`config.mk`:
```
export PLATFORM = sky130hd
export DESIGN_NAME = pdtc_pll_divider_trigger_output
export DESIGN_NICKNAME = d
export VERILOG_FILES = /design/src/hw/pdtc_pll_divider_trigger_output.v
export VERILOG_INCLUDE_DIRS = /design/src /design/src/shared
export SDC_FILE = /design/constraint.sdc
export NUM_CORES = 1
export LEC_CHECK = 0
export BUFFER_PORTS_ARGS = -buffer_cell sky130_fd_sc_hd__buf_2
export CORE_ASPECT_RATIO = 1.75
export CORE_MARGIN = 1
export CORE_UTILIZATION = 52
export CTS_BUF_LIST = sky130_fd_sc_hd__clkbuf_2
export DETAILED_ROUTE_END_ITERATION = 12
export GPL_TIMING_DRIVEN = 0
export MAX_ROUTING_LAYER = met4
export PLACE_DENSITY = 0.87
export SLEW_MARGIN = 20
export SYNTH_ARGS = -nofsm -noshare
export SYNTH_HDL_FRONTEND = slang
export SYNTH_SLANG_ARGS = --single-unit
export TNS_END_PERCENT = 5
```
`constraint.sdc`:
```
create_clock -name clk -period 2.4 [get_ports clk]
set_input_delay 0 -clock clk [delete_from_list [all_inputs] [get_ports clk]]
set_output_delay 0 -clock clk [all_outputs]
set_load 0.01 [all_outputs]
```
`src/shared/pdtc_regs.vh`:
```
// Register offsets, field positions, reset values and codes of the PLL divider,
// oscillator bias, lane pre-emphasis and trigger output control registers.
// Assumes inclusion by bare name from the design file.
`ifndef PDTC_REGS_VH
`define PDTC_REGS_VH
// ----------------------------------------------------------------------------
// Register offsets
// ----------------------------------------------------------------------------
`define PDTC_ADDR_FBDIV12     7'h3D
`define PDTC_ADDR_FBDIV3      7'h3E
`define PDTC_ADDR_OSCBIAS     7'h3F
`define PDTC_ADDR_PREEMPH     7'h48
`define PDTC_ADDR_TRIGCTRL    7'h57
// ----------------------------------------------------------------------------
// Reset values
// ----------------------------------------------------------------------------
`define PDTC_RST_FBDIV12      8'h00
`define PDTC_RST_FBDIV3       8'h20
`define PDTC_RST_OSCBIAS      8'h4F
`define PDTC_RST_PREEMPH      8'h00
`define PDTC_RST_TRIGCTRL     8'h00
// ----------------------------------------------------------------------------
// Field positions
// ----------------------------------------------------------------------------
`define PDTC_DIV1_LSB         0
`define PDTC_DIV1_MSB         1
`define PDTC_DIV2_LSB         2
`define PDTC_DIV2_MSB         3
`define PDTC_DIV3_MSB         5
`define PDTC_BIAS_MSB         6
`define PDTC_PE_MSB           3
`define PDTC_TRIG_EN_BIT      7
`define PDTC_TRIG_SEL_MSB     2
// ----------------------------------------------------------------------------
// Codes and recommended values
// ----------------------------------------------------------------------------
`define PDTC_SEL_UI16         3'h0
`define PDTC_SEL_UI32         3'h1
`define PDTC_SEL_UI64         3'h2
`define PDTC_SEL_TSTAMP       3'h3
`define PDTC_BIAS_RECOMMENDED 7'h4A
`define PDTC_UI16_HALF        6'h07
`define PDTC_UI32_HALF        6'h0F
`define PDTC_UI64_HALF        6'h1F
`endif

```
`src/hw/pdtc_pll_divider_trigger_output.v`:
```
// Configuration slice: PLL feedback dividers, oscillator bias, lane
// pre-emphasis and trigger output control, with the divider and trigger logic.
// Assumes a register port decoded by the serial interface outside, synchronous
// to clk, and a serializer bit-rate strobe that marks one unit interval.
//
// Overview of operation
// - Second divider code 0,1,2 divides by 1,2,4; code 3 reserved; reset by one.
// - Second divider output is the sampling clock.
// - First divider code 0,1,2 divides by 5,4,3; code 3 reserved; reset by five.
// - First divider output feeds the second divider input, cascaded.
// - Third divider divides by programmed value 1 to 63; reset 32.
// - Sampling clock divided by third divider forms the detector feedback clock.
// - One pre-emphasis setting applies to every serial lane at once.
// - Trigger enable bit 7 low disables, high enables; reset disabled.
// - Select 0,1,2 give 16,32,64 UI clocks; 3 resampled timestamp; 4-7 reserved.
// - Modes 2 and below come from serializer clocking; stop during reinit.
`timescale 1ns/1ps
`include "pdtc_regs.vh"

module pdtc_pll_divider_trigger_output #(
  parameter LANES = 8
) (
  // Clock and reset
  input  wire             clk,
  input  wire             rst_n,
  // Register port
  input  wire [6:0]       regAddr,
  input  wire [7:0]       regWrData,
  input  wire             regWrEn,
  input  wire             regRdEn,
  output reg  [7:0]       regRdData,
  // Clock sources
  input  wire             vcoTick,
  input  wire             serUiTick,
  input  wire             serReinit,
  input  wire             synthResetControl,
  input  wire             timestampInput,
  // Derived clocks and settings
  output reg              sampleClk,
  output reg              feedbackClk,
  output reg  [6:0]       oscillatorBiasLevel,
  output reg  [LANES*4-1:0] lanePreemphasisLevel,
  output reg              triggerOutput,
  output reg              triggerOutputEnable
);

  // --------------------------------------------------------------------------
  // Register file
  // --------------------------------------------------------------------------
  reg [7:0] fbDiv12_r;
  reg [7:0] fbDiv3_r;
  reg [7:0] oscBias_r;
  reg [7:0] preEmph_r;
  reg [7:0] trigCtrl_r;

  always @(posedge clk or negedge rst_n) begin
    if (!rst_n) begin
      fbDiv12_r  <= `PDTC_RST_FBDIV12;
      fbDiv3_r   <= `PDTC_RST_FBDIV3;
      oscBias_r  <= `PDTC_RST_OSCBIAS;
      preEmph_r  <= `PDTC_RST_PREEMPH;
      trigCtrl_r <= `PDTC_RST_TRIGCTRL;
      regRdData  <= 8'h00;
    end else begin
      if (regWrEn) begin
        case (regAddr)
          `PDTC_ADDR_FBDIV12:  fbDiv12_r  <= regWrData;
          `PDTC_ADDR_FBDIV3:   fbDiv3_r   <= regWrData;
          `PDTC_ADDR_OSCBIAS:  oscBias_r  <= regWrData;
          `PDTC_ADDR_PREEMPH:  preEmph_r  <= regWrData;
          `PDTC_ADDR_TRIGCTRL: trigCtrl_r <= regWrData;
          default: begin
          end
        endcase
      end
      if (regRdEn) begin
        case (regAddr)
          `PDTC_ADDR_FBDIV12:  regRdData <= fbDiv12_r;
          `PDTC_ADDR_FBDIV3:   regRdData <= fbDiv3_r;
          `PDTC_ADDR_OSCBIAS:  regRdData <= oscBias_r;
          `PDTC_ADDR_PREEMPH:  regRdData <= preEmph_r;
          `PDTC_ADDR_TRIGCTRL: regRdData <= trigCtrl_r;
          default:             regRdData <= 8'h00;
        endcase
      end
    end
  end

  // --------------------------------------------------------------------------
  // Divider decode
  // --------------------------------------------------------------------------
  // Terminal counts are divisor minus one. Reserved codes fall back to the
  // reset division so a stray write cannot stop the clock.
  function [2:0] firstLast;
    input [1:0] code;
    begin
      case (code)
        2'h1:    firstLast = 3'h3;
        2'h2:    firstLast = 3'h2;
        default: firstLast = 3'h4;
      endcase
    end
  endfunction

  function [1:0] secondLast;
    input [1:0] code;
    begin
      case (code)
        2'h1:    secondLast = 2'h1;
        2'h2:    secondLast = 2'h3;
        default: secondLast = 2'h0;
      endcase
    end
  endfunction

  wire [2:0] div1Last = firstLast(fbDiv12_r[`PDTC_DIV1_MSB:`PDTC_DIV1_LSB]);
  wire [1:0] div2Last = secondLast(fbDiv12_r[`PDTC_DIV2_MSB:`PDTC_DIV2_LSB]);
  wire [5:0] div3Val  = fbDiv3_r[`PDTC_DIV3_MSB:0];

  // --------------------------------------------------------------------------
  // Feedback divider chain
  // --------------------------------------------------------------------------
  reg [2:0] div1Cnt_r;
  reg [1:0] div2Cnt_r;
  reg [5:0] div3Cnt_r;
  reg       div1Tick_r;
  reg       div2Tick_r;

  always @(posedge clk or negedge rst_n) begin
    if (!rst_n) begin
      div1Cnt_r   <= 3'h0;
      div2Cnt_r   <= 2'h0;
      div3Cnt_r   <= 6'h00;
      div1Tick_r  <= 1'b0;
      div2Tick_r  <= 1'b0;
      sampleClk   <= 1'b0;
      feedbackClk <= 1'b0;
    end else if (synthResetControl) begin
      // Holding the chain here is why divider changes want the synth reset.
      div1Cnt_r   <= 3'h0;
      div2Cnt_r   <= 2'h0;
      div3Cnt_r   <= 6'h00;
      div1Tick_r  <= 1'b0;
      div2Tick_r  <= 1'b0;
      sampleClk   <= 1'b0;
      feedbackClk <= 1'b0;
    end else begin
      div1Tick_r <= 1'b0;
      div2Tick_r <= 1'b0;
      if (vcoTick) begin
        if (div1Cnt_r >= div1Last) begin
          div1Cnt_r  <= 3'h0;
          div1Tick_r <= 1'b1;
        end else begin
          div1Cnt_r <= div1Cnt_r + 3'h1;
        end
      end
      if (div1Tick_r) begin
        if (div2Cnt_r >= div2Last) begin
          div2Cnt_r  <= 2'h0;
          div2Tick_r <= 1'b1;
        end else begin
          div2Cnt_r <= div2Cnt_r + 2'h1;
        end
      end
      sampleClk <= div2Tick_r;
      feedbackClk <= 1'b0;
      if (div2Tick_r) begin
        if (div3Cnt_r + 6'h01 >= div3Val) begin
          div3Cnt_r   <= 6'h00;
          feedbackClk <= 1'b1;
        end else begin
          div3Cnt_r <= div3Cnt_r + 6'h01;
        end
      end
    end
  end

  // --------------------------------------------------------------------------
  // Bias and pre-emphasis distribution
  // --------------------------------------------------------------------------
  genvar g;
  generate
    for (g = 0; g < LANES; g = g + 1) begin : gLane
      always @(posedge clk or negedge rst_n) begin
        if (!rst_n) begin
          lanePreemphasisLevel[g*4+3:g*4] <= 4'h0;
        end else begin
          lanePreemphasisLevel[g*4+3:g*4] <= preEmph_r[`PDTC_PE_MSB:0];
        end
      end
    end
  endgenerate

  always @(posedge clk or negedge rst_n) begin
    if (!rst_n) begin
      oscillatorBiasLevel <= 7'h4F;
    end else begin
      oscillatorBiasLevel <= oscBias_r[`PDTC_BIAS_MSB:0];
    end
  end

  // --------------------------------------------------------------------------
  // Trigger output
  // --------------------------------------------------------------------------
  // All three bits of the select are decoded; codes 4-7 hold the output low.
  wire [2:0] trigSel = trigCtrl_r[`PDTC_TRIG_SEL_MSB:0];
  wire       trigEn  = trigCtrl_r[`PDTC_TRIG_EN_BIT];
  reg  [5:0] uiCnt_r;
  reg  [5:0] uiHalf;

  always @* begin
    case (trigSel)
      `PDTC_SEL_UI16: uiHalf = `PDTC_UI16_HALF;
      `PDTC_SEL_UI32: uiHalf = `PDTC_UI32_HALF;
      default:        uiHalf = `PDTC_UI64_HALF;
    endcase
  end

  always @(posedge clk or negedge rst_n) begin
    if (!rst_n) begin
      uiCnt_r             <= 6'h00;
      triggerOutput       <= 1'b0;
      triggerOutputEnable <= 1'b0;
    end else begin
      triggerOutputEnable <= trigEn;
      if (!trigEn || serReinit) begin
        uiCnt_r <= 6'h00;
        triggerOutput <= 1'b0;
      end else if (trigSel == `PDTC_SEL_TSTAMP) begin
        triggerOutput <= timestampInput;
      end else if (trigSel > `PDTC_SEL_TSTAMP) begin
        triggerOutput <= 1'b0;
      end else if (serUiTick) begin
        if (uiCnt_r >= uiHalf) begin
          uiCnt_r       <= 6'h00;
          triggerOutput <= ~triggerOutput;
        end else begin
          uiCnt_r <= uiCnt_r + 6'h01;
        end
      end
    end
  end

endmodule

```
==> impl_metrics.prom, run 1 <==
# TYPE chip_impl_metric gauge
chip_impl_metric{name="post_route_cells_drive_above_1_share",unit=""} 0.4374
chip_impl_metric{name="routed_via_density",unit=""} 5.484
chip_impl_metric{name="cts_buffer_depth",unit=""} 2
chip_impl_info{name="critPathTopFamily",value="compound AO/OA/AOI/OAI gates"} 1
chip_impl_metric{name="tightestPinTransition",unit="ns"} 0.5566
chip_impl_metric{name="clkSinkCount",unit=""} 82
chip_impl_metric{name="synth.net_count",unit=""} 394
chip_impl_info{name="synth_area_leaders",value="sky130_fd_sc_hd__dfrtp_1, sky130_fd_sc_hd__mux2_2, sky130_fd_sc_hd__dfstp_2"} 1
chip_impl_info{name="r2r_start",value="div3Cnt_r[0]"} 1
chip_impl_info{name="timing.hold.worst.start",value="regAddr[5]"} 1
chip_impl_info{name="critPathKind",value="flop to flop"} 1
chip_impl_metric{name="max_freq",unit="MHz"} 441.3
chip_impl_metric{name="die_area",unit="um^2"} 8287
chip_impl_metric{name="first_global_vias",unit=""} 3106
chip_impl_metric{name="number_of_optimization_iterations_in_the_first_detailed_route_pass",unit=""} 4
chip_impl_metric{name="ys_async_sr_fraction",unit=""} 1.000
chip_impl_metric{name="synth_top_area_frac",unit=""} 0.4317
chip_impl_metric{name="critical_path.max_stage_delay",unit="ns"} 0.46
chip_impl_metric{name="finish.utilization",unit=""} 0.6693
chip_impl_metric{name="start_util",unit=""} 0.5401
chip_impl_metric{name="synth_enable_flop_cells",unit=""} 0
chip_impl_metric{name="cts.clk_slew.worst_paths",unit="ns"} 0.20
chip_impl_metric{name="yosysWarningCount",unit=""} 0
chip_impl_info{name="synth-main-ff-cell",value="sky130_fd_sc_hd__dfrtp_1"} 1
chip_impl_metric{name="final_worst_path_period_need",unit="ns"} 2.266
chip_impl_metric{name="yosysSeqAreaShare",unit=""} 0.5020
chip_impl_metric{name="fp.dieH",unit="um"} 119.7
chip_impl_metric{name="synth_cells",unit=""} 352
chip_impl_info{name="worstHoldPathType",value="input port to flop"} 1
chip_impl_info{name="synthDominantAreaCellType",value="sky130_fd_sc_hd__dfrtp_1"} 1
chip_impl_metric{name="core",unit="um^2"} 7620
chip_impl_metric{name="worstPathMaxFanout",unit=""} 6
chip_impl_metric{name="timing.setup.tns",unit="ns"} 0
chip_impl_metric{name="clk_latency",unit="ns"} 0.54
chip_impl_metric{name="timing.reg2reg.worst_path_depth",unit=""} 9
chip_impl_metric{name="finalHoldViolCount",unit=""} 0
chip_impl_info{name="reg2reg_to",value="div3Cnt_r[2]"} 1
chip_impl_metric{name="filler_cell_count",unit=""} 533
chip_impl_metric{name="cellPowerDensity",unit="nW/um^2"} 553.7
chip_impl_metric{name="placed_cell_area",unit="um^2"} 4621
chip_impl_metric{name="power.total",unit="uW"} 2824
chip_impl_metric{name="clock_tree.htree_level_count",unit=""} 3
chip_impl_metric{name="global_route.usage.total",unit=""} 0.2381
chip_impl_metric{name="placement_rows",unit=""} 42
chip_impl_metric{name="drt-total-wl",unit="um"} 8879
chip_impl_metric{name="ys_ff_latch",unit=""} 82
chip_impl_metric{name="worstPathRequired",unit="ns"} 2.87
chip_impl_metric{name="setup_viol",unit=""} 0
chip_impl_metric{name="cts_made_buffers",unit=""} 9
chip_impl_metric{name="globalRoute.totalOverflow",unit=""} 0
chip_impl_info{name="worstSetupEndpointType",value="flop"} 1
chip_impl_metric{name="netlist-cell-type-count",unit=""} 48
chip_impl_info{name="critical_path.most_common_cell",value="sky130_fd_sc_hd__nand3_1"} 1
chip_impl_metric{name="dp.final_hpwl",unit="um"} 6247
chip_impl_metric{name="number_of_nets_in_the_layout",unit=""} 508
chip_impl_metric{name="drt-initial-drc-count",unit=""} 230
chip_impl_metric{name="p_leak",unit="uW"} 0.002569
chip_impl_metric{name="grt_pass1_wl",unit="um"} 14810
chip_impl_info{name="whs_endpoint",value="regRdData[2]"} 1
chip_impl_metric{name="top_level_ports",unit=""} 75
chip_impl_metric{name="die_w",unit="um"} 69.25
chip_impl_metric{name="worst-path-buf-inv",unit=""} 1
chip_impl_metric{name="layout_skew",unit="ns"} 0.02187
chip_impl_metric{name="stdcell_area",unit="um^2"} 5100
chip_impl_metric{name="globalplace.congestion",unit=""} 0.8335
chip_impl_metric{name="detail-route-antenna-nets",unit=""} 0
chip_impl_info{name="crit_path_cell_trace",value="ha_4 > nand3_1 > xnor2_2 > ha_1 > a21o_1 > a2111oi_4 > buf_4 > o2111ai_1 > nand3_1"} 1
chip_impl_metric{name="drc",unit=""} 0
chip_impl_metric{name="ff2ff_setup_slack",unit="ns"} 0.13
chip_impl_metric{name="synth.cell_area",unit="um^2"} 4115
chip_impl_metric{name="vias",unit=""} 3071
chip_impl_info{name="clock_tree_from_tritoncts",value="done"} 1
chip_impl_metric{name="crit_arrival",unit="ns"} 2.73
chip_impl_metric{name="maximum_number_of_pins_on_one_net_before_global_route_repair",unit=""} 52
chip_impl_metric{name="drv_slew",unit=""} 0
chip_impl_metric{name="irDropWorstVdd",unit="mV"} 0.3475
chip_impl_metric{name="avgRoutedWirePerCell",unit="um"} 15.86
chip_impl_metric{name="drv_cap",unit=""} 0
chip_impl_info{name="rsz0062_at_grt",value="yes"} 1
chip_impl_metric{name="numPortBuffers",unit=""} 73
chip_impl_metric{name="grt_antenna_before_repair",unit=""} 1
chip_impl_info{name="critical-path-slowest-cell",value="sky130_fd_sc_hd__dfrtp_2"} 1
chip_impl_metric{name="relSlewSlack",unit=""} 0.6272
chip_impl_info{name="status",value="finished, final reports clean"} 1
chip_impl_metric{name="synthToLayoutAreaGrowth",unit="%"} 23.93
chip_impl_info{name="clk_root_buffer_cell",value="sky130_fd_sc_hd__clkbuf_2"} 1
chip_impl_metric{name="syn_avg_cell_area",unit="um^2"} 11.69
chip_impl_metric{name="final_min_period_over_clock_period",unit=""} 0.9443
chip_impl_metric{name="hold_path_cell_cnt",unit=""} 5
chip_impl_info{name="start_kind",value="flop"} 1
worst max path at each step:
stage                       startpoint           end  slack (ns)  cells after the start
after global routing      div3Cnt_r[1]  div3Cnt_r[0]       -0.02                      9
after global placement    div3Cnt_r[2]  div3Cnt_r[0]       -0.12                      8
after detailed placement  div3Cnt_r[2]  div3Cnt_r[0]       -0.19                      8
after CTS                 div3Cnt_r[0]  div3Cnt_r[0]        0.01                      9
after floorplan           div3Cnt_r[2]  div3Cnt_r[0]        0.10                      8
final                     div3Cnt_r[0]  div3Cnt_r[2]        0.13                      9
worst register-to-register path, cell delays in order (launching register included):
cell,delay (ns)
sky130_fd_sc_hd__dfrtp_2,0.46
sky130_fd_sc_hd__ha_4,0.17
sky130_fd_sc_hd__nand3_1,0.12
sky130_fd_sc_hd__xnor2_2,0.16
sky130_fd_sc_hd__ha_1,0.32
sky130_fd_sc_hd__a21o_1,0.23
sky130_fd_sc_hd__a2111oi_4,0.35
sky130_fd_sc_hd__buf_4,0.19
sky130_fd_sc_hd__o2111ai_1,0.11
sky130_fd_sc_hd__nand3_1,0.10
metal layers:
metal	wire, um	up-vias	track usage
li1	-	1466	-
met1	3197	1506	0.2476
met2	5120	82	0.4278
met3	327	17	0.04870
met4	233	0	0.1059
met5	0	-	-
placed cells by master, fill, tap and decap left out, types with 2 or more instances in the layout:
master / n
sky130_fd_sc_hd__a31oi_1: 9
sky130_fd_sc_hd__xnor2_1: 2
sky130_fd_sc_hd__nor2_1: 16
sky130_fd_sc_hd__clkbuf_1: 4
sky130_fd_sc_hd__dfstp_2: 11
sky130_fd_sc_hd__a21o_1: 3
sky130_fd_sc_hd__dfrtp_1: 69
sky130_fd_sc_hd__nand3_1: 7
sky130_fd_sc_hd__ha_4: 2
sky130_fd_sc_hd__mux2i_1: 2
sky130_fd_sc_hd__and3_1: 2
sky130_fd_sc_hd__nor3_2: 2
sky130_fd_sc_hd__a21oi_1: 11
sky130_fd_sc_hd__a22oi_1: 8
sky130_fd_sc_hd__buf_4: 38
sky130_fd_sc_hd__and4b_1: 2
sky130_fd_sc_hd__o21ai_0: 5
sky130_fd_sc_hd__buf_2: 75
sky130_fd_sc_hd__ha_1: 16
sky130_fd_sc_hd__dlygate4sd3_1: 23
sky130_fd_sc_hd__or3_1: 4
sky130_fd_sc_hd__nand2b_1: 7
sky130_fd_sc_hd__nor2b_1: 3
sky130_fd_sc_hd__mux2_2: 47
sky130_fd_sc_hd__a32o_1: 5
sky130_fd_sc_hd__bufinv_16: 2
sky130_fd_sc_hd__dfrtp_2: 2
sky130_fd_sc_hd__a22o_1: 8
sky130_fd_sc_hd__nor3_1: 2
sky130_fd_sc_hd__nor3b_1: 3
sky130_fd_sc_hd__clkbuf_2: 13
sky130_fd_sc_hd__inv_1: 18
sky130_fd_sc_hd__nand4_1: 2
sky130_fd_sc_hd__nand2_1: 19
through the flow:
stage / std cells / hold WS [ns] / setup slack [ns]
5_1_grt: 560 / 0.1482 / -0.02474
2_1_floorplan: 352 / -0.2956 / 0.1017
3_5_place_dp: 514 / -0.03484 / -0.1881
4_1_cts: 557 / 0.1197 / 0.01282
3_3_place_gp: 513 / 0.2947 / -0.1238
6_report: 560 / 0.1580 / 0.1338
kinds of logic after synthesis:
| group | synth area share |
|---|---|
| xor gates and xnor gates | 0.01064 |
| muxes | 0.1362 |
| buffers and inverters | 0.08270 |
| DFF | 0.5020 |
| and+or+nand+nor | 0.1058 |
| AOI/OAI and AO/OA | 0.1079 |
| adders and majority gates | 0.05473 |
what timing repair did:
action / in CTS / in global routing
setup endpoints to repair: 6 / 7
hold endpoints to repair: 146 / 0
resized for setup: 7 / 10
setup buffers: 3 / 2
pin swaps: 1 / 3
hold buffers: 24 / 0
state kept, by name, summed over array words and instances, names as in the netlist, 2 cells and up:
signal,flops
fbDiv12_r,8
oscillatorBiasLevel,7
preEmph_r,8
regRdData,8
uiCnt_r,6
lanePreemphasisLevel,4
div3Cnt_r,6
div1Cnt_r,3
div2Cnt_r,2
trigCtrl_r,8
fbDiv3_r,8
oscBias_r,8
cell usage after synthesis (2+ instances only):
master,n
sky130_fd_sc_hd__nor2b_1,3
sky130_fd_sc_hd__or2_2,2
sky130_fd_sc_hd__nand4_1,2
sky130_fd_sc_hd__a21o_1,3
sky130_fd_sc_hd__and3_1,2
sky130_fd_sc_hd__mux2i_1,2
sky130_fd_sc_hd__and4_1,2
sky130_fd_sc_hd__o21ai_0,6
sky130_fd_sc_hd__mux2_2,47
sky130_fd_sc_hd__a22oi_1,8
sky130_fd_sc_hd__dfstp_2,11
sky130_fd_sc_hd__or3_1,4
sky130_fd_sc_hd__nand2b_1,7
sky130_fd_sc_hd__nand3_1,8
sky130_fd_sc_hd__a2111oi_0,2
sky130_fd_sc_hd__a22o_1,8
sky130_fd_sc_hd__inv_1,18
sky130_fd_sc_hd__nor3_1,2
sky130_fd_sc_hd__xnor2_1,4
sky130_fd_sc_hd__a211oi_1,2
sky130_fd_sc_hd__and4b_1,2
sky130_fd_sc_hd__nand2_1,19
sky130_fd_sc_hd__clkbuf_1,4
sky130_fd_sc_hd__buf_4,32
sky130_fd_sc_hd__dfrtp_1,71
sky130_fd_sc_hd__a31oi_1,9
sky130_fd_sc_hd__buf_2,2
sky130_fd_sc_hd__nor3_2,2
sky130_fd_sc_hd__a21oi_1,11
sky130_fd_sc_hd__nor2_1,16
sky130_fd_sc_hd__nor3b_1,3
sky130_fd_sc_hd__a32o_1,5
sky130_fd_sc_hd__ha_1,18
cell type report:
type | instances | area [um^2] | share of cell area
antenna | 1 | 2.502 | 0.0004907
buffer | 39 | 269.0 | 0.05275
clock buffer | 13 | 65.06 | 0.01276
clock inverter | 3 | 63.81 | 0.01251
inverter | 19 | 71.32 | 0.01398
multi-input combinational | 212 | 1782 | 0.3494
sequential | 82 | 2068 | 0.4055
tap | 88 | 110.1 | 0.02159
timing repair buffer | 103 | 668.1 | 0.1310
power by group:
group / switching [uW] / leakage, uW / internal [uW]
combinational: 225 / 0.00141 / 240
sequential: 66.0 / 0.00107 / 1480
clock: 452 / 0.0000838 / 360
total: 743 / 0.00257 / 2080
No activity file was read; power rests on OpenSTA's default activity.
==> inputs of run 2 (changes only) <==
Settings changed: CORE_UTILIZATION 52 to 35, PLACE_DENSITY 0.87 to 0.63.
Clock period 2.4 ns to 2.8 ns, I/O delays scaled along.
==> run 2 against run 1 <==
The run now ends with design-rule violations left. Critical path depth down 1. Via count down 3.2%. First-iteration DRC count down 54%. Register-to-register slack better by 0.14 ns. Largest power group unchanged. Clock-buffer cell count down 3. Core utilization down 23 points.
==> impl_metrics.prom, run 2 (synthesis results as in run 1) <==
# TYPE chip_impl_metric gauge
chip_impl_metric{name="crit_arrival",unit="ns"} 2.99
chip_impl_metric{name="avgRoutedWirePerCell",unit="um"} 14.57
chip_impl_metric{name="setup_viol",unit=""} 0
chip_impl_metric{name="die_w",unit="um"} 83.97
chip_impl_metric{name="synthToLayoutAreaGrowth",unit="%"} 22.29
chip_impl_metric{name="switching_power_summed_over_all_nets",unit="uW"} 648.6
chip_impl_metric{name="instances_no_fill",unit=""} 603
chip_impl_metric{name="drv_cap",unit=""} 0
chip_impl_metric{name="globalplace.congestion",unit=""} 0.8205
chip_impl_metric{name="number_of_nets_in_the_layout",unit=""} 504
chip_impl_metric{name="drv_slew",unit=""} 0
chip_impl_metric{name="first_global_vias",unit=""} 3141
chip_impl_metric{name="multiInputGateArea",unit="um^2"} 1709
chip_impl_info{name="mostFrequentLayoutCell",value="sky130_fd_sc_hd__buf_2"} 1
chip_impl_metric{name="post_route_cells_drive_above_1_share",unit=""} 0.4090
chip_impl_metric{name="grt_antenna_before_repair",unit=""} 1
chip_impl_info{name="clk_root_buffer_cell",value="sky130_fd_sc_hd__clkbuf_2"} 1
chip_impl_metric{name="top_level_ports",unit=""} 75
chip_impl_metric{name="cts_buffer_depth",unit=""} 2
chip_impl_info{name="critical_path.most_common_cell",value="sky130_fd_sc_hd__nand3_1"} 1
chip_impl_metric{name="critical_path.max_stage_delay",unit="ns"} 0.48
chip_impl_metric{name="relSlewSlack",unit=""} 0.6061
chip_impl_metric{name="placement_rows",unit=""} 52
chip_impl_metric{name="grt_pass1_wl",unit="um"} 14650
chip_impl_metric{name="fp.dieH",unit="um"} 145.4
chip_impl_metric{name="filler_cell_count",unit=""} 1083
chip_impl_metric{name="final_min_period_over_clock_period",unit=""} 0.9023
chip_impl_metric{name="netSwitchingFraction",unit=""} 0.2794
chip_impl_metric{name="tightestPinTransition",unit="ns"} 0.5865
chip_impl_metric{name="power.internal",unit="uW"} 1673
chip_impl_metric{name="max_freq",unit="MHz"} 395.8
chip_impl_metric{name="cellPowerDensity",unit="nW/um^2"} 461.3
chip_impl_metric{name="drt-initial-drc-count",unit=""} 105
chip_impl_metric{name="cts.clk_slew.worst_paths",unit="ns"} 0.22
chip_impl_metric{name="p_comb_frac",unit=""} 0.168
chip_impl_info{name="crit_path_cell_trace",value="nand3_1 > or2_2 > xnor2_1 > ha_1 > and4_1 > a2111oi_0 > o211ai_1 > nand3_1"} 1
chip_impl_metric{name="dpl.cell_count",unit=""} 561
chip_impl_metric{name="clk_latency",unit="ns"} 0.54
chip_impl_metric{name="share_seq_of_total_power",unit=""} 0.571
chip_impl_metric{name="worstPathMaxFanout",unit=""} 6
chip_impl_info{name="critPathKind",value="flop to flop"} 1
chip_impl_metric{name="layout_skew",unit="ns"} 0.03003
chip_impl_metric{name="timing.setup.tns",unit="ns"} 0
chip_impl_info{name="status",value="complete, but fails checks"} 1
chip_impl_metric{name="final_worst_path_period_need",unit="ns"} 2.526
chip_impl_metric{name="share_clk_of_total_power",unit=""} 0.260
chip_impl_info{name="clock_tree_from_tritoncts",value="done"} 1
chip_impl_metric{name="number_of_optimization_iterations_in_the_first_detailed_route_pass",unit=""} 11
chip_impl_info{name="rsz0062_at_grt",value="no"} 1
chip_impl_info{name="worstHoldPathType",value="input port to flop"} 1
chip_impl_metric{name="worstPathRequired",unit="ns"} 3.27
chip_impl_metric{name="place_worst_setup_slack",unit="ns"} 0.1474
chip_impl_metric{name="clkSinkCount",unit=""} 82
chip_impl_metric{name="detail-route-antenna-nets",unit=""} 0
chip_impl_metric{name="placed_cell_area",unit="um^2"} 4679
chip_impl_metric{name="globalRoute.totalOverflow",unit=""} 0
chip_impl_metric{name="finalHoldViolCount",unit=""} 0
chip_impl_metric{name="irDropWorstVdd",unit="mV"} 0.1606
chip_impl_info{name="start_kind",value="flop"} 1
chip_impl_metric{name="sequential_standard_cell_area",unit="um^2"} 2066
chip_impl_metric{name="numPortBuffers",unit=""} 73
chip_impl_metric{name="vias",unit=""} 2972
chip_impl_metric{name="drt-total-wl",unit="um"} 8788
chip_impl_metric{name="power.total",unit="uW"} 2322
chip_impl_metric{name="drc",unit=""} 20
chip_impl_info{name="critical-path-slowest-cell",value="sky130_fd_sc_hd__dfrtp_1"} 1
chip_impl_metric{name="cts_made_buffers",unit=""} 9
chip_impl_metric{name="start_util",unit=""} 0.3573
chip_impl_metric{name="postLayoutSetupSlackWorst",unit="ns"} 0.2736
chip_impl_metric{name="maximum_number_of_pins_on_one_net_before_global_route_repair",unit=""} 53
chip_impl_metric{name="p_leak",unit="uW"} 0.002511
chip_impl_metric{name="global_route.usage.total",unit=""} 0.1565
chip_impl_metric{name="clock_tree.htree_level_count",unit=""} 3
chip_impl_metric{name="stdcell_area",unit="um^2"} 5032
chip_impl_metric{name="dp.final_hpwl",unit="um"} 6516
chip_impl_metric{name="routed_via_density",unit=""} 4.929
chip_impl_metric{name="core",unit="um^2"} 11520
chip_impl_info{name="failed_checks",value="design-rule violations"} 1
chip_impl_metric{name="die_area",unit="um^2"} 12210
chip_impl_info{name="layout.cells.most_common_list",value="sky130_fd_sc_hd__buf_2, sky130_fd_sc_hd__dfrtp_1, sky130_fd_sc_hd__mux2_2, sky130_fd_sc_hd__buf_4, sky130_fd_sc_hd__dlygate4sd3_1"} 1
chip_impl_info{name="worstSetupEndpointType",value="flop"} 1
[run 2: path summary, 6_finish.rpt]
| path | to | depth (start not counted) | slack [ns] | start |
|---|---|---|---|---|
| max in group asynchronous | div1Cnt_r[1] | 4 | 1.72 | rst_n |
| worst max register to register | div3Cnt_r[2] | 8 | 0.27 | div3Cnt_r[2] |
| worst min-delay path | trigCtrl_r[1] | 4 | 0.07 | regAddr[4] |
| min in group asynchronous | oscillatorBiasLevel[2] | 3 | 0.54 | rst_n |
| worst max-delay path | div3Cnt_r[2] | 8 | 0.27 | div3Cnt_r[2] |
| worst min register to register | oscillatorBiasLevel[0] | 0 | 0.38 | oscBias_r[0] |
[run 2: cell type report]
type                            instances  share of cell area
Timing Repair Buffer                   99              0.1268
Buffer                                 39             0.05346
Clock buffer                           10            0.009945
Sequential cell                        82              0.4105
Tap cell                              135             0.03357
Clock inverter                          6             0.01144
Multi-Input combinational cell        212              0.3396
Antenna cell                            1           0.0004973
Inverter                               19             0.01417
[run 2: layer usage]
layer | part of all wire | GRT usage | up-vias
met2 | 0.57 | 0.2967 | 66
met1 | 0.37 | 0.1508 | 1444
met5 | 0 | - | -
met4 | 0.022 | 0.06466 | 0
met3 | 0.032 | 0.03176 | 16
li1 | - | - | 1446
[run 2: power by group through the flow]
stage          registers (uW)  clock network, uW  logic [uW]
6_report                 1330                605         391
5_1_grt                  1340                666         433
3_5_place_dp             1350                  0         373
4_1_cts                  1330                621         398
3_3_place_gp             1340                  0         360
2_1_floorplan            1340                  0         216
[run 2: critical path: cells and delay by family (launching register included)]
| kind | cells | cell delay [ns] |
|---|---|---|
| flops | 1 | 0.48 |
| fa+ha+maj | 1 | 0.33 |
| xor+xnor | 1 | 0.19 |
| compound gates | 2 | 0.62 |
| simple gates | 4 | 0.85 |
[run 2: stage by stage]
step	hold WS, ns	utilization
detailed placement	-0.03204	0.4063
finish	0.06639	0.4370
CTS	0.03134	0.4365
global route	0.03271	0.4370
global placement	0.2954	0.4037
floorplan	-0.2956	-
[run 2: what timing repair did]
action | CTS | global route
setup buffers | 0 | 1
resized for setup | 0 | 0
hold endpoints to repair | 145 | 0
hold buffers | 24 | 0
setup endpoints to repair | 0 | 2
